**config.mk**
```make
export PLATFORM = sky130hd
export DESIGN_NAME = scdsel_top
export DESIGN_NICKNAME = d
export VERILOG_FILES = /design/src/verilog/scdsel_pkg.sv /design/src/verilog/scdsel_div_if.sv /design/src/verilog/scdsel_divider.sv /design/src/verilog/scdsel_top.sv
export SDC_FILE = /design/constraint.sdc
export NUM_CORES = 1
export LEC_CHECK = 0
export BUFFER_PORTS_ARGS = -buffer_cell sky130_fd_sc_hd__buf_2
export CORE_UTILIZATION = 38
export DETAILED_ROUTE_END_ITERATION = 12
export GPL_ROUTABILITY_DRIVEN = 0
export PLACE_DENSITY = 0.75
export SLEW_MARGIN = 10
export SYNTH_ARGS = -nofsm -noshare
export SYNTH_HDL_FRONTEND = slang
export SYNTH_HIERARCHICAL = 1
export SYNTH_SLANG_ARGS = --single-unit
```
**constraint.sdc**
```tcl
create_clock -name clock -period 1.45 [get_ports clock]
set_input_delay 0.145 -clock clock [delete_from_list [all_inputs] [get_ports clock]]
set_output_delay 0.145 -clock clock [all_outputs]
set_load 0.1 [all_outputs]
```
**src/verilog/scdsel_pkg.sv**
```systemverilog
// Shared constants, types and helpers of the clock divider select block
package scdsel_pkg;

    // Register byte offsets on the register bus
    localparam logic [11:0] MODE_OFF = 12'h000;
    localparam logic [11:0] CMD_OFF = 12'h004;
    localparam logic [11:0] STS_OFF = 12'h008;

    // Clock mode control fields
    localparam int MODE_W = 4;
    localparam int DIV_LSB = 2;
    localparam int DIV_MSB = 3;
    localparam logic [3:0] MODE_RST = 4'hC;
    localparam logic [1:0] DIV_DEFAULT = 2'h3;

    // Source command bits
    localparam int CMD_CER_BIT = 0;
    localparam int CMD_RC_BIT = 1;

    // Status fields
    localparam int STS_SRC_LSB = 0;
    localparam int STS_DIV_LSB = 3;
    localparam int STS_PH_LSB = 5;

    // Machine cycle and source divider counters, read data reset
    localparam logic [1:0] MC_LAST = 2'h2;
    localparam logic [2:0] CNT_RST = 3'h0;
    localparam logic [1:0] MC_RST = 2'h0;
    localparam logic [31:0] RDATA_RST = 32'h0000_0000;

    typedef enum logic [2:0]
    {
        SCDSEL_SRC_RING = 3'b001,
        SCDSEL_SRC_CER = 3'b010,
        SCDSEL_SRC_RC = 3'b100
    } scdsel_src_t;

    // Last count value of the source clock divider for a divide setting
    function automatic logic [2:0] scdsel_div_limit(input logic [1:0] sel);
        logic [2:0] lim;
        lim = 3'h7;
        case (sel)
            2'h0: lim = 3'h0;
            2'h1: lim = 3'h1;
            2'h2: lim = 3'h3;
            default: lim = 3'h7;
        endcase
        return lim;
    endfunction : scdsel_div_limit

endpackage : scdsel_pkg

```
**src/verilog/scdsel_div_if.sv**
```systemverilog
// Link between the control logic and the divider chain
`timescale 1ns/1ps
interface scdsel_div_if;
    logic src_tick;
    logic [1:0] div_sel;
    logic restart;
    logic sys_en;
    logic mc_en;
    logic [1:0] mc_phase;

    modport ctrl
    (
        output src_tick,
        output div_sel,
        output restart,
        input sys_en,
        input mc_en,
        input mc_phase
    );

    modport div
    (
        input src_tick,
        input div_sel,
        input restart,
        output sys_en,
        output mc_en,
        output mc_phase
    );
endinterface : scdsel_div_if

```
**src/verilog/scdsel_divider.sv**
```systemverilog
// Source clock divider and divide-by-three machine cycle stage
`timescale 1ns/1ps
module scdsel_divider
(
    input wire logic clock,
    input wire logic rst_b,
    scdsel_div_if.div dv
);

    typedef struct packed
    {
        logic [2:0] cnt;
        logic [1:0] mc;
        logic sys_en;
        logic mc_en;
    } scdsel_div_state_t;

    scdsel_div_state_t q;
    scdsel_div_state_t d;
    logic [2:0] limit;

    assign limit = scdsel_pkg::scdsel_div_limit(dv.div_sel);

    always_comb
    begin
        d = q;
        d.sys_en = 1'b0;
        d.mc_en = 1'b0;
        // Restart keeps a shortened ratio from running past its last count
        if (dv.restart)
        begin
            d.cnt = scdsel_pkg::CNT_RST;
        end
        else if (dv.src_tick)
        begin
            if (q.cnt >= limit)
            begin
                d.cnt = scdsel_pkg::CNT_RST;
                d.sys_en = 1'b1;
            end
            else
            begin
                d.cnt = q.cnt + 3'h1;
            end
        end
        if (q.sys_en)
        begin
            if (q.mc == scdsel_pkg::MC_LAST)
            begin
                d.mc = scdsel_pkg::MC_RST;
                d.mc_en = 1'b1;
            end
            else
            begin
                d.mc = q.mc + 2'h1;
            end
        end
    end

    always_ff @(posedge clock or negedge rst_b)
    begin
        if (!rst_b)
        begin
            q <= '{cnt: scdsel_pkg::CNT_RST, mc: scdsel_pkg::MC_RST,
                   sys_en: 1'b0, mc_en: 1'b0};
        end
        else
        begin
            q <= d;
        end
    end

    assign dv.sys_en = q.sys_en;
    assign dv.mc_en = q.mc_en;
    assign dv.mc_phase = q.mc;
endmodule : scdsel_divider

```
**src/verilog/scdsel_top.sv**
```systemverilog
// Clock source select, system clock divider and machine cycle generator
// What this block does
// - Clock mode bits 3:2 divide the source by 1, 2, 4 or 8 (00,01,10,11).
// - Reset and return from RAM back-up force the divide-by-8 mode.
// - The divide setting applies the same to every source clock.
// - The instruction clock is the system clock divided by three.
// - Each instruction clock period is one machine cycle.
// - The on-chip oscillator runs the block until software picks another.
// - The ceramic command selects the oscillator input pin clock.
// - The RC command selects the RC oscillation on the oscillator input.
//
// The APB register port and the register addresses are this design's own decisions.
`timescale 1ns/1ps
module scdsel_top
(
    input wire logic clock,
    input wire logic rst_b,
    input wire logic psel,
    input wire logic penable,
    input wire logic pwrite,
    input wire logic [11:0] paddr,
    input wire logic [31:0] pwdata,
    output logic [31:0] prdata,
    output logic pready,
    output logic pslverr,
    input wire logic osc_input_pin_tick,
    input wire logic ring_osc_tick,
    input wire logic ram_backup_return,
    output logic sys_clk_en,
    output logic machine_cycle_en,
    output logic ceramic_amp_en,
    output logic rc_osc_en
);

    typedef struct packed
    {
        logic [3:0] mode;
        scdsel_pkg::scdsel_src_t src;
        logic restart;
        logic [31:0] rdata;
    } scdsel_top_state_t;

    scdsel_top_state_t q;
    scdsel_top_state_t d;
    scdsel_div_if dv ();

    logic setup;
    logic access;
    logic wr;
    logic mode_wr;
    logic cmd_wr;

    // Mapped register offsets
    function automatic logic addr_hit(input logic [11:0] a);
        return a == scdsel_pkg::MODE_OFF || a == scdsel_pkg::CMD_OFF ||
               a == scdsel_pkg::STS_OFF;
    endfunction : addr_hit

    // Read value of a register; the command register reads as zero
    function automatic logic [31:0] read_value(
        input logic [11:0] a,
        input scdsel_top_state_t s,
        input logic [1:0] ph
    );
        logic [31:0] v;
        v = scdsel_pkg::RDATA_RST;
        if (a == scdsel_pkg::MODE_OFF)
        begin
            v[scdsel_pkg::MODE_W-1:0] = s.mode;
        end
        else if (a == scdsel_pkg::STS_OFF)
        begin
            v[scdsel_pkg::STS_SRC_LSB +: 3] = s.src;
            v[scdsel_pkg::STS_DIV_LSB +: 2] =
                s.mode[scdsel_pkg::DIV_MSB:scdsel_pkg::DIV_LSB];
            v[scdsel_pkg::STS_PH_LSB +: 2] = ph;
        end
        return v;
    endfunction : read_value

    assign setup = psel && !penable;
    assign access = psel && penable;
    assign wr = access && pwrite && addr_hit(paddr);
    assign mode_wr = wr && paddr == scdsel_pkg::MODE_OFF;
    assign cmd_wr = wr && paddr == scdsel_pkg::CMD_OFF;

    always_comb
    begin
        d = q;
        // Read data is caught in the setup cycle so the answer needs no wait
        if (setup)
        begin
            d.rdata = read_value(paddr, q, dv.mc_phase);
        end
        if (ram_backup_return)
        begin
            d.mode[scdsel_pkg::DIV_MSB:scdsel_pkg::DIV_LSB] =
                scdsel_pkg::DIV_DEFAULT;
        end
        else if (mode_wr)
        begin
            d.mode = pwdata[scdsel_pkg::MODE_W-1:0];
        end
        if (cmd_wr)
        begin
            // Ceramic wins when both command bits are written together
            if (pwdata[scdsel_pkg::CMD_CER_BIT])
            begin
                d.src = scdsel_pkg::SCDSEL_SRC_CER;
            end
            else if (pwdata[scdsel_pkg::CMD_RC_BIT])
            begin
                d.src = scdsel_pkg::SCDSEL_SRC_RC;
            end
        end
        d.restart = d.mode[scdsel_pkg::DIV_MSB:scdsel_pkg::DIV_LSB] !=
                    q.mode[scdsel_pkg::DIV_MSB:scdsel_pkg::DIV_LSB];
    end

    always_ff @(posedge clock or negedge rst_b)
    begin
        if (!rst_b)
        begin
            q <= '{mode: scdsel_pkg::MODE_RST,
                   src: scdsel_pkg::SCDSEL_SRC_RING,
                   restart: 1'b0,
                   rdata: scdsel_pkg::RDATA_RST};
        end
        else
        begin
            q <= d;
        end
    end

    // Source mux; both pin modes share one pin, only the pad setup differs
    always_comb
    begin
        case (q.src)
            scdsel_pkg::SCDSEL_SRC_RING: dv.src_tick = ring_osc_tick;
            scdsel_pkg::SCDSEL_SRC_CER: dv.src_tick = osc_input_pin_tick;
            scdsel_pkg::SCDSEL_SRC_RC: dv.src_tick = osc_input_pin_tick;
            default: dv.src_tick = ring_osc_tick;
        endcase
    end

    // One divide setting, whatever the source
    assign dv.div_sel = q.mode[scdsel_pkg::DIV_MSB:scdsel_pkg::DIV_LSB];
    assign dv.restart = q.restart;

    scdsel_divider u_div
    (
        .clock(clock),
        .rst_b(rst_b),
        .dv(dv)
    );

    assign prdata = q.rdata;
    assign pready = 1'b1;
    assign pslverr = access && !addr_hit(paddr);
    assign sys_clk_en = dv.sys_en;
    assign machine_cycle_en = dv.mc_en;
    assign ceramic_amp_en = q.src == scdsel_pkg::SCDSEL_SRC_CER;
    assign rc_osc_en = q.src == scdsel_pkg::SCDSEL_SRC_RC;
endmodule : scdsel_top
```
==> run summary <==
- finished, violations left — run status
- negative setup slack — violated checks
- paddr[9] — source of the critical timing path
- 242 — post-placement cell count
- -0.16 ns — FF-to-FF setup slack
- 37 — Yosys cell types
- true — RSZ-0062 raised after global routing
- 5 — reg2reg path depth
- done — clock tree from TritonCTS
- 39.1% — synthesis-to-layout area growth
- 1.61 ns — post-layout min period
- 1990 um^2 — Layout Cell Area excl Fill
- 0.00601 ns — Layout Skew
- buf_2 (29), conb_1 (26), buf_4 (22), nand2_1 (21), dfrtp_1 (18) — most frequent cells in the layout
- simple AND/OR/NAND/NOR gates — largest family of logic cells by synthesized area
- 1.11 — share of the clock period used by the worst path
- 1430 um^2 — total standard cell area after synthesis
- 1139 — number of vias after detailed routing
- buf_6 — most frequent cell on the critical path
- 35 — count of input and output buffers
- 0.150 — aggregate global-route resource usage
- 11.1 um — DR WL/cell
- 0.0939 ns — worst-case hold slack
- or4_4 — Critical Path Slowest Stage Cell
- 0.413 — effective utilization at floorplan
- 1 — level count of the clock H-tree
- 1.31 ns — required time reported for the critical path endpoint
- 2 — largest buffer count on any clock path
- q[33]$_DFFE_PN1P_ — Worst R2R Start
- 4.56 — detailed-route vias per instance
- 45 — DRC marker count from the first detailed-route iteration
- 0.332 — area share of the largest cell type after synthesis
- 250 — Post-Layout Cell Count
- dfrtp_1 (33%), buf_4 (18%), nand2_1 (5.8%), dfstp_2 (5.5%), ha_1 (3.5%) — top area cells in the synthesized netlist
- 2 — maximum fanout count along the critical path
- 10 — Setup violations, final
- 0 — Final Slew Violations
- 0 — number of enable flip-flop cells after synthesis
- pwdata[0] — startpoint of the worst hold path
- in -> out — critical path class
- 2 — worst hold path cell count
- 261 — post-layout net count
- 4020 um^2 — die outline area
- 0.26 ns — clock latency on the worst-skew pair
- input port — startpoint type of the worst setup path
- 0 — diodes inserted
- 0.0349 — adder-cell share of the synthesized area
- -0.160 ns — worst setup margin
- 0.109 — synthesized-area fraction occupied by ao, oa, aoi and oai cells
- 23 — largest net degree at the start of global routing
- 3 — CTS buffer count
- 0.0585 — proportion of synthesized area in mux cells
- clkbuf_8 — Clk Tree Root Cell
- buf_6 > or4_4 > buf_6 > nor4_4 > a21oi_4 > buf_12 — cell chain of the critical path
- 4730 um — wire length of the first global-routing pass
- 0.53 ns — longest individual stage delay on the worst path
- 1750 um^2 — placed inst area
- 63.4 um — x dimension of the die
- 0.203 — Simple-Gate Fraction of Synth Area
- 315 — Filler Cells Inserted
- 1.46 ns — data arrival time at the worst-slack endpoint
- 969 nW/um^2 — Pwr per Cell Area
- -0.445 ns — Worst Setup Slack post-DPL
- buf_2 — leading cell type in the layout, fill and taps excluded
- output pin — kind of capture point of the worst setup path
- 0.387 — sequential area share after synthesis
- 0 — post-synthesis share of cell area spent on xor and xnor gates
- 0 — drc violations
- 3470 um^2 — Core Area
- 1087 — via count of the first global-routing pass
- 9.36 um^2 — synthesized area per cell
- 21 — number of core rows
- 0 — total of max-cap violations
- 153 — Synth Instances
- 0.000406 V — worst-case vdd ir drop
- 0 — DRT antenna net count
- dfrtp_1 — main flop type after synthesis
- 2100 um — detailed-placement wirelength estimate
- 0.08 ns — clock-pin slew on the worst setup and hold paths
- dfrtp_1 — cell type with the highest aggregate area in the netlist
- u_div/q[6]$_DFFE_PN0P_ — Critical R2R Capture
- 22 — CTS sink cnt
- 6 — Synth Warn #
- q[35]$_DFFE_PN0P_ — sink of the worst hold path
- in -> reg — type of the tightest min-delay check
- 63.4 um — die height
- 0 — number of antenna violations at the first check in global routing
- 90 — I/O pins
- 22 — synthesized flop and latch total
- 0.490 — share of final-layout standard cells stronger than drive strength 1
- 1.00 — async set-or-reset flop fraction in the synthesized netlist
- 4 — number of search-and-repair iterations in the first detailed-routing pass
- 0 — gr ovfl total
- 0.621 GHz — maximum clock frequency
- 2780 um — final routed wirelength across all metal layers
- 0 — Final Hold Vio Count
- 1.03 nW — leakage power total
==> metal layers <==
metal	wire length [um]	track usage
met1	1120	0.177
met5	0	0
met4	42	0.0739
met2	1490	0.259
met3	125	0.0272
==> sequential cells by signal, summed over array words and instances (netlist names) <==
signal and flops:
u_div/dv.mc_phase 2, u_div/dv.sys_en 1, dv.div_sel 2, prdata 7, u_div/dv.mc_en 1, q 5, dv.restart 1, u_div/q 3
==> worst max-delay path by stage <==
stage                                   to  depth (start not counted)
floorplan           u_div/q[6]$_DFFE_PN0P_                          5
global placement         q[36]$_DFFE_PN0P_                          5
detailed placement       q[36]$_DFFE_PN0P_                          5
CTS                                pslverr                          6
global route        u_div/q[6]$_DFFE_PN0P_                          5
finish                             pslverr                          6
==> layout make-up <==
class,instances,area (um^2),area share
Sequential cell,22,556,0.279
Timing Repair Buffer,60,437,0.219
Inverter,5,18.8,0.00942
Multi-Input combinational cell,113,870,0.436
Clock buffer,4,55.1,0.0276
Tap cell,46,57.6,0.0289
==> cell families (layout without fill, tap and decap cells) <==
kind of cell	after synthesis	in the layout
AND/OR/NAND/NOR	51	51
buffers and inverters	42	69
AO/OA/AOI/OAI	24	24
flip-flops	22	22
multiplexers	8	8
adder cells (fa/ha/maj)	4	4
other	2	26
==> through the flow <==
stage | util | TNS [ns] | power [mW]
final | 0.575 | -1.02 | 1.93
after global routing | 0.575 | -1.44 | 2.04
after CTS | 0.556 | -1.24 | 1.91
after detailed placement | 0.503 | -5.61 | 1.42
after global placement | 0.503 | -5.17 | 1.40
after floorplan | - | -3.76 | 1.38
==> Yosys cell counts (all sizes together) (2+ instances only) <==
master	count
mux2i	5
nand2b	2
nand3b	3
nor2b	2
nand2	22
nor3b	2
ha	4
and3	2
conb	2
dfstp	3
a21oi	7
nor2	5
dfrtp	19
clkbuf	2
nor4	3
inv	5
mux2	3
o21ai	11
or3	2
or4	3
buf	35
==> power breakdown <==
part	internal, mW	total [mW]	switching (mW)
logic	0.223	0.748	0.525
registers	0.679	0.748	0.0692
clock network	0.242	0.434	0.192
total	1.14	1.93	0.787
==> what timing repair did <==
action	4_1_cts	5_1_grt
pin swaps	12	11
hold endpoints to repair	19	0
setup buffers	3	0
gates resized for setup	27	11
setup endpoints to repair	15	21
hold buffers	1	0
==> worst max-delay path: cells and delay by family <==
kind,cells,cell delay [ns]
buffers and inverters,3,0.41
AOI/OAI and AO/OA,1,0.10
and+or+nand+nor,2,0.82
Note: power is estimated with default switching activity, not from simulation.
